<file path="src/rtl/rtcsp_pkg.sv">
package rtcsp_pkg;
   // Serial framing
   localparam logic [3:0] BYTE_BITS = 4'h8;
   localparam int CMD_MUST_BIT = 7;
   localparam int CMD_SPACE_BIT = 6;
   localparam int CMD_DIR_BIT = 0;
   localparam logic [6:0] GEN_CALL_ID = 7'h00;
   // Timekeeping register indices
   localparam logic [4:0] IDX_SEC = 5'h00;
   localparam logic [4:0] IDX_MIN = 5'h01;
   localparam logic [4:0] IDX_HR = 5'h02;
   localparam logic [4:0] IDX_DATE = 5'h03;
   localparam logic [4:0] IDX_MON = 5'h04;
   localparam logic [4:0] IDX_DAY = 5'h05;
   localparam logic [4:0] IDX_YR = 5'h06;
   localparam logic [4:0] IDX_CTL = 5'h07;
   localparam logic [4:0] IDX_CENT = 5'h09;
   // Control register write-protect bit
   localparam int WP_BIT = 7;
   localparam logic [7:0] CTL_MASK = 8'h80;
   // BCD limits
   localparam logic [7:0] SEC_MAX = 8'h59;
   localparam logic [7:0] HR_MAX = 8'h23;
   localparam logic [7:0] DAY_MAX = 8'h07;
   localparam logic [7:0] MON_MAX = 8'h12;
   localparam logic [7:0] MON_FEB = 8'h02;
   localparam logic [7:0] YR_MAX = 8'h99;
   localparam logic [7:0] FIRST_ONE = 8'h01;
   localparam logic [7:0] LAST_28 = 8'h28;
   localparam logic [7:0] LAST_29 = 8'h29;
   localparam logic [7:0] LAST_30 = 8'h30;
   localparam logic [7:0] LAST_31 = 8'h31;
   // Values after reset
   localparam logic [7:0] YR_POR = 8'h70;
   localparam logic [7:0] CENT_POR = 8'h19;
   // Serial engine states, Gray along the usual path
   typedef enum logic [3:0] {
      ST_IDLE = 4'h0,
      ST_SID = 4'h1,
      ST_SACK = 4'h3,
      ST_CMD = 4'h2,
      ST_CACK = 4'h6,
      ST_WDAT = 4'h7,
      ST_WACK = 4'h5,
      ST_RDAT = 4'h4,
      ST_RACK = 4'hC
   } rtcsp_state_t;
   // Timekeeping register set
   typedef struct packed {
      logic [7:0] sec;
      logic [7:0] min;
      logic [7:0] hr;
      logic [7:0] date;
      logic [7:0] mon;
      logic [7:0] day;
      logic [7:0] yr;
      logic [7:0] ctl;
      logic [7:0] cent;
   } rtcsp_time_t;
   // Register write request
   typedef struct packed {
      logic en;
      logic [4:0] idx;
      logic [7:0] data;
   } rtcsp_wr_t;
endpackage : rtcsp_pkg

</file>
<file path="src/rtl/rtcsp_serial_slave.sv">
`timescale 1ns/1ps
`default_nettype none
// Operation
// - Time and calendar registers count in BCD digits.
// - Month end follows month length; every year divisible by four is leap, 2100 included.
// - Thirty-one scratch bytes plus timekeeping and control registers.
// - Answer only when the received 7-bit identifier matches ours.
// - General call identifier is never acknowledged nor acted on.
// - Single transfer is identifier, address/command, then one data byte.
// - Start is data falling with clock high; stop is data rising.
// - Data driven stays stable while clock is high; one bit per pulse.
// - Any start abandons the transfer; next byte is an identifier.
// - Slave only: clock is input, data line driven open-drain.
// - Unlimited bytes per frame; receiver acknowledges every byte.
// - Acknowledger holds data low through the acknowledge high phase.
// - No master acknowledge ends a read; device releases the data line.
// - Stop during a byte discards the partial byte.
// - Second byte is address/command; top bit zero blocks writes.
// - Command bit 6 picks clock registers (0) or scratch memory (1).
// - Command bits 5 to 1 are the register or memory index.
// - Command bit 0 selects write (0) or read (1).
// - Command byte shifts in most significant bit first.
// - Timekeeping read latches counters at command acknowledge, avoiding ticks.
module rtcsp_serial_slave #(
   parameter logic [6:0] SLAVE_ID = 7'h2A, // Arbitrary value
   parameter int RAM_DEPTH = 31
) (
   // Clock and reset
   input wire logic sys_clk,
   input wire logic reset_n,
   // Two-wire bus pins
   input wire logic sclIn,
   input wire logic sdaIn,
   output logic sdaOut,
   output logic sdaOe,
   // Seconds toggle from the oscillator domain
   input wire logic secToggle,
   // Status
   output rtcsp_pkg::rtcsp_time_t timeNow,
   output logic busBusy,
   output logic writeProtect
);
   import rtcsp_pkg::*;

   logic [1:0] sclSync_reg, sdaSync_reg, secSync_reg;
   logic sclLast_reg, sdaLast_reg, secLast_reg;
   rtcsp_state_t state_reg, state_next;
   logic [3:0] bitCnt_reg, bitCnt_next;
   logic [7:0] shift_reg, tx_reg, tx_next;
   logic [4:0] idx_reg, idx_next;
   logic sdaOe_reg, sdaOe_next;
   logic space_reg, space_next, dirRd_reg, dirRd_next;
   logic wrOk_reg, wrOk_next, mAck_reg, mAck_next;
   logic [7:0] calData, ramData;
   rtcsp_wr_t calWr;

   // Pins pass two flops; only the second stage feeds logic
   always_ff @(posedge sys_clk) begin
      if (!reset_n) begin
         sclSync_reg <= 2'h3;
         sdaSync_reg <= 2'h3;
         secSync_reg <= 2'h0;
         sclLast_reg <= 1'b1;
         sdaLast_reg <= 1'b1;
         secLast_reg <= 1'b0;
      end else begin
         sclSync_reg <= {sclSync_reg[0], sclIn};
         sdaSync_reg <= {sdaSync_reg[0], sdaIn};
         secSync_reg <= {secSync_reg[0], secToggle};
         sclLast_reg <= sclSync_reg[1];
         sdaLast_reg <= sdaSync_reg[1];
         secLast_reg <= secSync_reg[1];
      end
   end

   // Bus event decode
   wire sclNow = sclSync_reg[1];
   wire sdaNow = sdaSync_reg[1];
   wire startDet = sclNow && sclLast_reg && sdaLast_reg && !sdaNow;
   wire stopDet = sclNow && sclLast_reg && !sdaLast_reg && sdaNow;
   wire sclRise = sclNow && !sclLast_reg;
   wire sclFall = !sclNow && sclLast_reg;
   wire secTick = secSync_reg[1] ^ secLast_reg;

   // Byte framing and address decode
   wire rxState = state_reg == ST_SID || state_reg == ST_CMD || state_reg == ST_WDAT;
   wire countState = rxState || state_reg == ST_RDAT;
   wire byteEnd = sclFall && bitCnt_reg == BYTE_BITS;
   wire idMatch = shift_reg[7:1] == SLAVE_ID;
   wire genCall = shift_reg[7:1] == GEN_CALL_ID;
   wire readCmd = shift_reg[CMD_DIR_BIT];
   wire [7:0] rdByte = space_reg ? ramData : calData;

   // Write routing; protect bit leaves only control and scratch writable
   wire wrStrobe = state_reg == ST_WDAT && byteEnd && wrOk_reg;
   wire wpSet = timeNow.ctl[WP_BIT];
   wire calWrite = wrStrobe && !space_reg && (!wpSet || idx_reg == IDX_CTL);
   wire ramWrite = wrStrobe && space_reg;
   wire capPulse = state_reg == ST_CMD && byteEnd && readCmd && !shift_reg[CMD_SPACE_BIT];
   assign calWr = '{calWrite, idx_reg, shift_reg};

   // Serial engine; start and stop override any state
   always_comb begin
      state_next = state_reg;
      bitCnt_next = bitCnt_reg;
      sdaOe_next = sdaOe_reg;
      tx_next = tx_reg;
      idx_next = idx_reg;
      space_next = space_reg;
      dirRd_next = dirRd_reg;
      wrOk_next = wrOk_reg;
      mAck_next = mAck_reg;
      if (countState && sclRise) begin
         bitCnt_next = bitCnt_reg + 4'h1;
      end
      if (startDet) begin
         state_next = ST_SID;
         bitCnt_next = 4'h0;
         sdaOe_next = 1'b0;
      end else if (stopDet) begin
         state_next = ST_IDLE;
         bitCnt_next = 4'h0;
         sdaOe_next = 1'b0;
      end else begin
         case (state_reg)
            ST_SID: begin
               if (byteEnd) begin
                  bitCnt_next = 4'h0;
                  if (idMatch && !genCall) begin
                     state_next = ST_SACK;
                     sdaOe_next = 1'b1;
                  end else begin
                     state_next = ST_IDLE;
                  end
               end
            end
            ST_SACK: begin
               if (sclFall) begin
                  if (shift_reg[0]) begin
                     state_next = ST_RDAT;
                     tx_next = rdByte;
                     sdaOe_next = !rdByte[7];
                  end else begin
                     state_next = ST_CMD;
                     sdaOe_next = 1'b0;
                  end
               end
            end
            ST_CMD: begin
               if (byteEnd) begin
                  state_next = ST_CACK;
                  bitCnt_next = 4'h0;
                  sdaOe_next = 1'b1;
                  wrOk_next = shift_reg[CMD_MUST_BIT];
                  space_next = shift_reg[CMD_SPACE_BIT];
                  idx_next = shift_reg[5:1];
                  dirRd_next = readCmd;
               end
            end
            ST_CACK: begin
               if (sclFall) begin
                  if (dirRd_reg) begin
                     state_next = ST_RDAT;
                     tx_next = rdByte;
                     sdaOe_next = !rdByte[7];
                  end else begin
                     state_next = ST_WDAT;
                     sdaOe_next = 1'b0;
                  end
               end
            end
            ST_WDAT: begin
               if (byteEnd) begin
                  state_next = ST_WACK;
                  bitCnt_next = 4'h0;
                  sdaOe_next = 1'b1;
                  idx_next = idx_reg + 5'h01;
               end
            end
            ST_WACK: begin
               if (sclFall) begin
                  state_next = ST_WDAT;
                  sdaOe_next = 1'b0;
               end
            end
            ST_RDAT: begin
               if (byteEnd) begin
                  state_next = ST_RACK;
                  bitCnt_next = 4'h0;
                  sdaOe_next = 1'b0;
                  idx_next = idx_reg + 5'h01;
               end else if (sclFall) begin
                  tx_next = {tx_reg[6:0], 1'b0};
                  sdaOe_next = !tx_reg[6];
               end
            end
            ST_RACK: begin
               if (sclRise) begin
                  mAck_next = sdaNow;
               end
               if (sclFall) begin
                  if (!mAck_reg) begin
                     state_next = ST_RDAT;
                     tx_next = rdByte;
                     sdaOe_next = !rdByte[7];
                  end else begin
                     state_next = ST_IDLE;
                  end
               end
            end
            default: state_next = ST_IDLE;
         endcase
      end
   end

   // Engine registers
   always_ff @(posedge sys_clk) begin
      if (!reset_n) begin
         state_reg <= ST_IDLE;
         bitCnt_reg <= 4'h0;
         shift_reg <= 8'h00;
         tx_reg <= 8'hFF;
         idx_reg <= 5'h00;
         sdaOe_reg <= 1'b0;
         space_reg <= 1'b0;
         dirRd_reg <= 1'b0;
         wrOk_reg <= 1'b0;
         mAck_reg <= 1'b1;
      end else begin
         state_reg <= state_next;
         bitCnt_reg <= bitCnt_next;
         tx_reg <= tx_next;
         idx_reg <= idx_next;
         sdaOe_reg <= sdaOe_next;
         space_reg <= space_next;
         dirRd_reg <= dirRd_next;
         wrOk_reg <= wrOk_next;
         mAck_reg <= mAck_next;
         if (rxState && sclRise) begin
            shift_reg <= {shift_reg[6:0], sdaNow};
         end
      end
   end

   // Open-drain: only ever pull low; clock never driven
   assign sdaOut = 1'b0;
   assign sdaOe = sdaOe_reg;
   assign busBusy = state_reg != ST_IDLE;
   assign writeProtect = wpSet;

   rtcsp_calendar u_cal (
      .sys_clk(sys_clk),
      .reset_n(reset_n),
      .secTick(secTick),
      .wr(calWr),
      .capture(capPulse),
      .rdIdx(idx_reg),
      .rdData(calData),
      .timeNow(timeNow)
   );

   rtcsp_scratch_ram #(.DEPTH(RAM_DEPTH), .WIDTH(8)) u_ram (
      .sys_clk(sys_clk),
      .we(ramWrite),
      .addr(idx_reg),
      .wdata(shift_reg),
      .rdata(ramData)
   );
endmodule : rtcsp_serial_slave
`default_nettype wire

</file>
<file path="src/rtl/rtcsp_scratch_ram.sv">
`timescale 1ns/1ps
`default_nettype none
module rtcsp_scratch_ram #(
   parameter int DEPTH = 31,
   parameter int WIDTH = 8
) (
   // Clock
   input wire logic sys_clk,
   // Access port
   input wire logic we,
   input wire logic [4:0] addr,
   input wire logic [WIDTH-1:0] wdata,
   output logic [WIDTH-1:0] rdata
);
   logic [WIDTH-1:0] mem [DEPTH];
   wire inRange = 32'(addr) < DEPTH;

   // Registered read; out of range reads as zero
   always_ff @(posedge sys_clk) begin
      if (we && inRange) begin
         mem[addr] <= wdata;
      end
      rdata <= inRange ? mem[addr] : '0;
   end
endmodule : rtcsp_scratch_ram
`default_nettype wire

</file>
<file path="src/rtl/rtcsp_calendar.sv">
`timescale 1ns/1ps
`default_nettype none
module rtcsp_calendar (
   // Clock and reset
   input wire logic sys_clk,
   input wire logic reset_n,
   // Counting and access
   input wire logic secTick,
   input wire rtcsp_pkg::rtcsp_wr_t wr,
   input wire logic capture,
   input wire logic [4:0] rdIdx,
   output logic [7:0] rdData,
   output rtcsp_pkg::rtcsp_time_t timeNow
);
   import rtcsp_pkg::*;

   rtcsp_time_t live_reg, live_next, snap_reg;
   logic pend_reg;
   logic [7:0] rdData_next;

   function automatic logic [7:0] bcdInc(input logic [7:0] v);
      bcdInc = (v[3:0] == 4'h9) ? {v[7:4] + 4'h1, 4'h0} : v + 8'h01;
   endfunction : bcdInc

   // Leap test in BCD and month length
   wire leap = v4(live_reg.yr);
   function automatic logic v4(input logic [7:0] y);
      v4 = y[4] ? (y[3:0] == 4'h2 || y[3:0] == 4'h6)
                : (y[3:0] == 4'h0 || y[3:0] == 4'h4 || y[3:0] == 4'h8);
   endfunction : v4
   wire short = live_reg.mon == 8'h04 || live_reg.mon == 8'h06 ||
                live_reg.mon == 8'h09 || live_reg.mon == 8'h11;
   wire [7:0] lastDay = (live_reg.mon == MON_FEB) ? (leap ? LAST_29 : LAST_28)
                      : (short ? LAST_30 : LAST_31);
   wire secWrap = live_reg.sec == SEC_MAX;
   wire minWrap = live_reg.min == SEC_MAX;
   wire hrWrap = live_reg.hr == HR_MAX;
   wire dateWrap = live_reg.date == lastDay;
   wire monWrap = live_reg.mon == MON_MAX;
   wire yrWrap = live_reg.yr == YR_MAX;

   // Writes win over counting; all fields but control count in BCD
   always_comb begin
      live_next = live_reg;
      if (wr.en) begin
         case (wr.idx)
            IDX_SEC: live_next.sec = wr.data;
            IDX_MIN: live_next.min = wr.data;
            IDX_HR: live_next.hr = wr.data;
            IDX_DATE: live_next.date = wr.data;
            IDX_MON: live_next.mon = wr.data;
            IDX_DAY: live_next.day = wr.data;
            IDX_YR: live_next.yr = wr.data;
            IDX_CTL: live_next.ctl = wr.data & CTL_MASK;
            IDX_CENT: live_next.cent = wr.data;
            default: live_next = live_reg;
         endcase
      end else if (secTick) begin
         live_next.sec = secWrap ? 8'h00 : bcdInc(live_reg.sec);
         if (secWrap) begin
            live_next.min = minWrap ? 8'h00 : bcdInc(live_reg.min);
            if (minWrap) begin
               live_next.hr = hrWrap ? 8'h00 : bcdInc(live_reg.hr);
               if (hrWrap) begin
                  live_next.day = (live_reg.day == DAY_MAX) ? FIRST_ONE : bcdInc(live_reg.day);
                  live_next.date = dateWrap ? FIRST_ONE : bcdInc(live_reg.date);
                  if (dateWrap) begin
                     live_next.mon = monWrap ? FIRST_ONE : bcdInc(live_reg.mon);
                     if (monWrap) begin
                        live_next.yr = yrWrap ? 8'h00 : bcdInc(live_reg.yr);
                        if (yrWrap) begin
                           live_next.cent = bcdInc(live_reg.cent);
                        end
                     end
                  end
               end
            end
         end
      end
   end

   // Snapshot held off past a seconds update so reads stay coherent
   wire take = (capture || pend_reg) && !secTick;

   // Read mux: time from the snapshot, control from live state
   always_comb begin
      case (rdIdx)
         IDX_SEC: rdData_next = snap_reg.sec;
         IDX_MIN: rdData_next = snap_reg.min;
         IDX_HR: rdData_next = snap_reg.hr;
         IDX_DATE: rdData_next = snap_reg.date;
         IDX_MON: rdData_next = snap_reg.mon;
         IDX_DAY: rdData_next = snap_reg.day;
         IDX_YR: rdData_next = snap_reg.yr;
         IDX_CTL: rdData_next = live_reg.ctl;
         IDX_CENT: rdData_next = snap_reg.cent;
         default: rdData_next = 8'h00;
      endcase
   end

   always_ff @(posedge sys_clk) begin
      if (!reset_n) begin
         live_reg <= '{8'h00, 8'h00, 8'h00, FIRST_ONE, FIRST_ONE, FIRST_ONE,
                       YR_POR, 8'h00, CENT_POR};
         snap_reg <= '0;
         pend_reg <= 1'b0;
         rdData <= 8'h00;
      end else begin
         live_reg <= live_next;
         pend_reg <= (capture || pend_reg) && secTick;
         rdData <= rdData_next;
         if (take) begin
            snap_reg <= live_reg;
         end
      end
   end
   assign timeNow = live_reg;
endmodule : rtcsp_calendar
`default_nettype wire

</file>
<file path="config.mk">
export PLATFORM = sky130hd
export DESIGN_NAME = rtcsp_serial_slave
export DESIGN_NICKNAME = d
export VERILOG_FILES = /design/src/rtl/rtcsp_pkg.sv /design/src/rtl/rtcsp_serial_slave.sv /design/src/rtl/rtcsp_scratch_ram.sv /design/src/rtl/rtcsp_calendar.sv
export SDC_FILE = /design/constraint.sdc
export NUM_CORES = 1
export LEC_CHECK = 0
export BUFFER_PORTS_ARGS = -buffer_cell sky130_fd_sc_hd__buf_2
export CAP_MARGIN = 20
export CORE_MARGIN = 2
export CORE_UTILIZATION = 35
export DETAILED_ROUTE_END_ITERATION = 8
export SYNTH_ARGS = -nofsm -noshare
export SYNTH_HDL_FRONTEND = slang
export SYNTH_SLANG_ARGS = --single-unit
</file>
<file path="constraint.sdc">
create_clock -name sys_clk -period 2.6 [get_ports sys_clk]
set_input_delay 0.52 -clock sys_clk [delete_from_list [all_inputs] [get_ports sys_clk]]
set_output_delay 0.52 -clock sys_clk [all_outputs]
set_load 0.01 [all_outputs]
</file>
## After elaboration in Yosys (flattened, before gate mapping)

Memory sizes are Yosys's and may differ from the RTL's. A register that Yosys moved wholly into a read port is not among the register bits.
Index checks and enable logic that the tools add are counted.

- Latch bits: 0
- Input port bits: 5
- Flip-flop bits (word level): 180
- Bits in writable memories: 248
- Bits in read-only memories: 0
- Word-level logic and storage cells: 304
- Memories kept: 1

- Bitwise gates (word level): 4
- Mux-type cells: 90
- Eq/ne operators: 75
- $lt $le $gt $ge: 1
- $mul: 0
- $add $sub $neg: 18
- Reduce and logical (&&, ||, !) cells: 79
- Divide/modulo/power cells: 0
- Shift-type cells: 0

Memory list:

| memory | depth | width | read ports | clocked after memory_dff | write ports | RTL line | source |
|---|---|---|---|---|---|---|---|
| u_ram.mem | 31 | 8 | 1 | 1 | 1 | rtcsp_scratch_ram.sv:15 | `logic [WIDTH-1:0] mem [DEPTH];` |

Operators with widths:

| kind | count |
|---|---|
| two-way mux 8 bit | 36 |
| two-way mux 56 bit | 2 |
| case mux 8 bit (9 select lines) | 1 |
| adder 8 x 1 -> 8 bit (second input constant) | 8 |
| two-way mux 7 bit | 8 |
| two-way mux 48 bit | 1 |
| == test 4 bit (second input constant) | 11 |
| two-way mux 4 bit | 11 |
| two-way mux 40 bit | 1 |
| adder 4 x 1 -> 4 bit (second input constant) | 9 |
| two-way mux 32 bit | 1 |
| != test 4 bit (second input constant) | 8 |
| case mux 4 bit (8 select lines) | 1 |
| case mux 7 bit (4 select lines) | 1 |
| != test 2 bit (second input constant) | 13 |
| == test 4 x 3 -> 1 bit (second input constant) | 6 |
| == test 8 x 3 -> 1 bit (second input constant) | 3 |
| AND reduction 8 bit | 3 |
| logical AND 1 bit | 22 |
| != test 2 x 1 -> 1 bit (second input constant) | 11 |
| == test 5 x 3 -> 1 bit (second input constant) | 4 |
| two-way mux 1 bit | 19 |
| == test 8 x 5 -> 1 bit (second input constant) | 2 |
| == test 8 x 7 -> 1 bit (second input constant) | 2 |
| 40 further kinds | 83 |

## Longest topological paths before layout

- Depth in word-level cells: 13
- Mapped depth: 12

## By module

A second synthesis with hierarchy kept.

- Cell total of the unflattened synthesis: 1872
- Area total of the unflattened synthesis: 20106.8 um2

By module, submodules not included:

| module | area each (um2) | cells each | times used | seq. area each (um2) |
|---|---|---|---|---|
| rtcsp_scratch_ram | 9992.1 | 585 | 1 | 7607.3 |
| rtcsp_calendar | 7673.6 | 1007 | 1 | 2762.6 |
| rtcsp_serial_slave | 2441.1 | 280 | 1 | 840.8 |

## Worst setup path before layout

Ideal clock, no wire load.

- Kind: register -> register
- Start: register bitCnt_reg[0]
- End: memory u_ram.mem[0][0], enable pin
- Required time: 2.217 ns
- Path buffers: 1
- Setup time: 0.383 ns
- Slack: -0.146 ns
- Arrival time: 2.362 ns
- Cell stages (with the launch flop): 8
- Cell sequence: dfxtp_1 inv_1 ha_1 nand3b_1 nor4_4 o311ai_0 clkbuf_1 nor3_1

- Word-level cells in the longest chain between the ends: 8

Ends and longest elaborated chain:

| item | RTL line | source |
|---|---|---|
| from (decl) | rtcsp_serial_slave.sv:48 | `logic [3:0] bitCnt_reg, bitCnt_next;` |
| from (signal assigned) | rtcsp_serial_slave.sv:231 | `bitCnt_reg <= bitCnt_next;` |
| == test 4 bit | rtcsp_serial_slave.sv:88 | `wire byteEnd = sclFall && bitCnt_reg == BYTE_BITS;` |
| logical AND 1 bit | rtcsp_serial_slave.sv:88 |  |
| logical AND 1 bit (2 in a row) | rtcsp_serial_slave.sv:95 | `wire wrStrobe = state_reg == ST_WDAT && byteEnd && wrOk_reg;` |
| logical AND 1 bit | rtcsp_serial_slave.sv:98 | `wire ramWrite = wrStrobe && space_reg;` |
| logical AND 1 bit | rtcsp_scratch_ram.sv:20 | `if (we && inRange) begin` |
| two-way mux 1 bit | rtcsp_scratch_ram.sv:20 |  |
| two-way mux 1 bit (not written as such) | rtcsp_scratch_ram.sv:21 | `mem[addr] <= wdata;` |
| to (decl) | rtcsp_scratch_ram.sv:15 |  |

Every way passes these cells.

## Worst setup path in the final report

- Start: register u_cal.live_reg, in the netlist u_cal.timeNow[36]
- End: register u_cal.live_reg, in the netlist u_cal.timeNow[32]

- Word-level cells in the longest chain between the ends: 9

Ends and longest elaborated chain:

| item | RTL line | source |
|---|---|---|
| from (decl) | rtcsp_calendar.sv:17 | `rtcsp_time_t live_reg, live_next, snap_reg;` |
| from (signal assigned) | rtcsp_calendar.sv:103 | `live_reg <= '{8'h00, 8'h00, 8'h00, FIRST_ONE, FIRST_ONE, FIRST_ONE,` |
| from (signal assigned) | rtcsp_calendar.sv:109 | `live_reg <= live_next;` |
| == test 8 x 3 -> 1 bit | rtcsp_calendar.sv:31 | `wire short = live_reg.mon == 8'h04 \|\| live_reg.mon == 8'h06 \|\|` |
| logical OR 1 bit (2 in a row) | rtcsp_calendar.sv:31 |  |
| logical OR 1 bit | rtcsp_calendar.sv:32 | `live_reg.mon == 8'h09 \|\| live_reg.mon == 8'h11;` |
| two-way mux 1 bit | rtcsp_calendar.sv:34 | `: (short ? LAST_30 : LAST_31);` |
| two-way mux 8 bit | rtcsp_calendar.sv:33 | `wire [7:0] lastDay = (live_reg.mon == MON_FEB) ? (leap ? LAST_29 : LAST_28)` |
| == test 8 bit | rtcsp_calendar.sv:38 | `wire dateWrap = live_reg.date == lastDay;` |
| nonzero test 2 bit (no source line) | n/a |  |
| AND reduction 6 bit (no source line) | n/a |  |

Several ways; a longest one is shown, not always the timed one. The select of a mux whose other input is x is not followed.
A chain may end at the register's enable or synchronous reset.

==> results by group <==
Yosys
  – Register bit total from synthesis: approximately 440
  – Mapped Area: between 15000 and 20000 µm²
  – Seq/Total Area, Yosys: 0.561
  – Cell count after synthesis: ~1800
  – Post-synth EDFFs: 248
  – Yosys cell types: 86
  – YS warnings: 0
  – Share of flip-flops with an asynchronous set or reset: 0
  – Most used DFF post-synth: edfxtp_1
  – Syn_area_per_cell: approximately 11 µm²

Place
  – Pre-CTS setup slack: -0.00293 ns
  – Placed cell areas: between 20000 and 25000 µm²
  – IO buf count: 72
  – DP HPWL: between 30 and 40 mm
  – Cells after DPL: 2670
  – GP Congestion: 0.933

Timing
  – Slew Limit Fails: 0
  – Relative slew slack: 0.347
  – Post-route setup slack: 0.0459 ns
  – Min cycle time layout: roughly 2.6 ns
  – Endpoints failing hold: 0
  – Endpoints failing setup: 0
  – Final worst-path cycle share: 0.982
  – Worst Max-Slew Pin Slew: approximately 1 ns
  – Fmax: a little under 400 MHz
  – RSZ-0062 raised after global routing: no
  – Worst Skew: roughly 0.026 ns
  – Fin Setup TNS: 0 ns

Clocking
  – Root Buffer: clkbuf_16
  – # hold bufs at CTS: 0
  – Worst-path clk slew: 0.06 ns
  – Sinks on Clock Net: 436
  – CTS H-Tree Depth: 2
  – CTS tree: done
  – Clk_lat worst skew: roughly 0.6 ns
  – Total CTS buffers: 46
  – Clock Tree Buf Depth: 3

Pwr
  – Sequential power share: 0.496
  – Peak VDD IR: 0.422 mV
  – Sw frac: 0.227
  – Leakage: 0.00857 µW
  – Power per cell area: between 600 and 700 nW/µm²
  – Clock share of power: 0.452
  – Internal Pwr Total: about 11000 µW
  – Comb power frac: 0.052
  – Switching pwr: between 3000 and 4000 µW

Worst setup path
  – Data required, critical path: slightly above 3 ns
  – Kind of critical path: reg -> reg
  – Critical path data arrival time: roughly 3 ns
  – Crit. End Element: register
  – Reg2Reg Launch Point: u_cal.timeNow[36]
  – Critical Path Source Type: register
  – Reg2reg setup slack: between 0.04 and 0.05 ns
  – Critical Path Fanout Max: 10
  – Reg2reg path depth: 9
  – Worst r2r dst: u_cal.timeNow[32]

Final layout
  – Most common cell after layout, fill and taps aside: edfxtp_1
  – Synth-to-Final Area Change: 20.8%
  – Most frequent cells in the layout: edfxtp_1, nand2_1, buf_4
  – Final net count: 2000
  – Post-route cell area: 24100 µm²
  – Final cell count without fillers: ~2800
  – Number of fill cells: roughly 5400
  – Max reg flops: roughly 250
  – Ratio of cells with drive above 1 in the final layout: 0.233
  – Finished Core Util: 0.428

Route
  – Drt total wl: about 59 mm
  – Detail Route Antenna Nets: 0
  – Routed wire per std cell: 21.3 µm
  – Initial DRC count: between 1000 and 1500
  – DR vias/cell: around 5.5
  – DRC Markers: 0
  – First drt pass iteration count: 5
  – Via count: around 15000

Min path
  – Hold Path End: sclSync_reg[0]
  – Hold WC Path Type: in -> reg
  – Worst hold path startpoint: sclIn
  – Hold depth: 2

GRT
  – First-pass GRT wire length: ~90 mm
  – Largest net degree at the start of global routing: between 80 and 90
  – Initial antenna violation count: 1
  – Total track usage: 0.197
  – Vias in the first global route: roughly 15000
  – Total grt overflow: 0

Floorplan
  – Die H: 243 µm
  – Initial Util: 0.354
  – Core Area: around 56000 µm²
  – Die Span X: 243 µm
  – Row count: a little under 90
  – Io pins: 81
  – DIE AREA: slightly below 60000 µm²

Outcome
  – Status: completed

Run
  – Max-cap viol count: 0
[worst max path at each step]
stage,start,endpoint,slack [ns],cells past startpoint
2_1_floorplan,bitCnt_reg[0],u_ram.mem[0][0],-0.15,7
3_3_place_gp,bitCnt_reg[1],u_cal.timeNow[54],0.04,10
3_5_place_dp,bitCnt_reg[1],u_cal.timeNow[62],-0.003,10
4_1_cts,bitCnt_reg[1],u_cal.timeNow[53],0.01,10
5_1_grt,bitCnt_reg[1],u_cal.timeNow[22],0.003,10
6_report,u_cal.timeNow[36],u_cal.timeNow[32],0.05,9
[cells in the mapped netlist, types with 16 or more instances]
cell,n,area share
a21oi_1,136,0.034
a31oi_1,25,0.0078
clkbuf_1,98,0.018
dfxtp_1,188,0.19
edfxtp_1,248,0.37
ha_1,29,0.018
inv_1,46,0.0086
mux2i_1,49,0.025
mux4_2,72,0.081
nand2_1,231,0.043
nand2b_1,22,0.0069
nand3_1,40,0.010
nor2_1,114,0.021
nor2b_1,17,0.0053
nor3_1,39,0.0098
nor3b_1,18,0.0068
o21ai_0,84,0.021
o22ai_1,16,0.0050
[what timing repair did]
item                                    CTS  global route
buffers inserted                          0             4
endpoints found under the setup margin    1            49
cloned                                    0             0
hold endpoints to repair                  0             0
pin swaps                                 0             3
resized for setup                         1            17
[power groups by stage]
stage          combinational [µW]  clock [µW]  sequential (µW)
3_5_place_dp                  748           0             7480
4_1_cts                       752        6790             7330
3_3_place_gp                  749           0             7480
5_1_grt                       833        7050             7330
6_report                      764        6680             7330
2_1_floorplan                 527           0             7480
[critical path, cell delays in order (launching register included)]
cell       delay [ns]
dfxtp_1          0.31
buf_4            0.17
ha_1             0.21
mux2i_1          0.16
o41ai_2          0.09
a221o_1          0.38
and4b_2          0.35
buf_4            0.19
a2111oi_0        0.46
a21oi_1          0.08
[routing by layer]
layer  up-vias  global-route usage  share of wire  wire [µm]
met5         -             0.00245        0.00022         13
met4         2              0.0632          0.027       1590
met3        95              0.0395          0.070       4140
met2       559               0.313           0.47      27600
met1      7640               0.269           0.43      25500
li1       7002                   -              -          -
[through the flow]
step / power [µW] / hold WS (ns)
floorplan: 8010 / 0.386
global placement: 8230 / 0.394
detailed placement: 8230 / 0.408
CTS: 14900 / 0.0899
global route: 15200 / 0.102
finish: 14800 / 0.113
[cell type report]
cell class	instances	area, µm²	area share
Sequential cell	436	11200	0.465
Multi-Input combinational cell	1159	8190	0.340
Timing Repair Buffer	276	2040	0.0846
Clock buffer	64	1310	0.0543
Tap cell	756	946	0.0392
Clock inverter	22	235	0.00975
Inverter	47	179	0.00742
Antenna cell	2	5.00	0.000207
[cell families after synthesis]
| family | Yosys count | share of synthesized area |
|---|---|---|
| simple gates | 569 | 0.138 |
| flops | 436 | 0.561 |
| compound gates | 415 | 0.133 |
| buf+inv | 177 | 0.0362 |
| mux | 123 | 0.107 |
| fa+ha+maj | 29 | 0.0182 |
| xor+xnor | 15 | 0.00658 |
| other cells | 1 | 0.000188 |
Power figures use the tool's default switching activity.
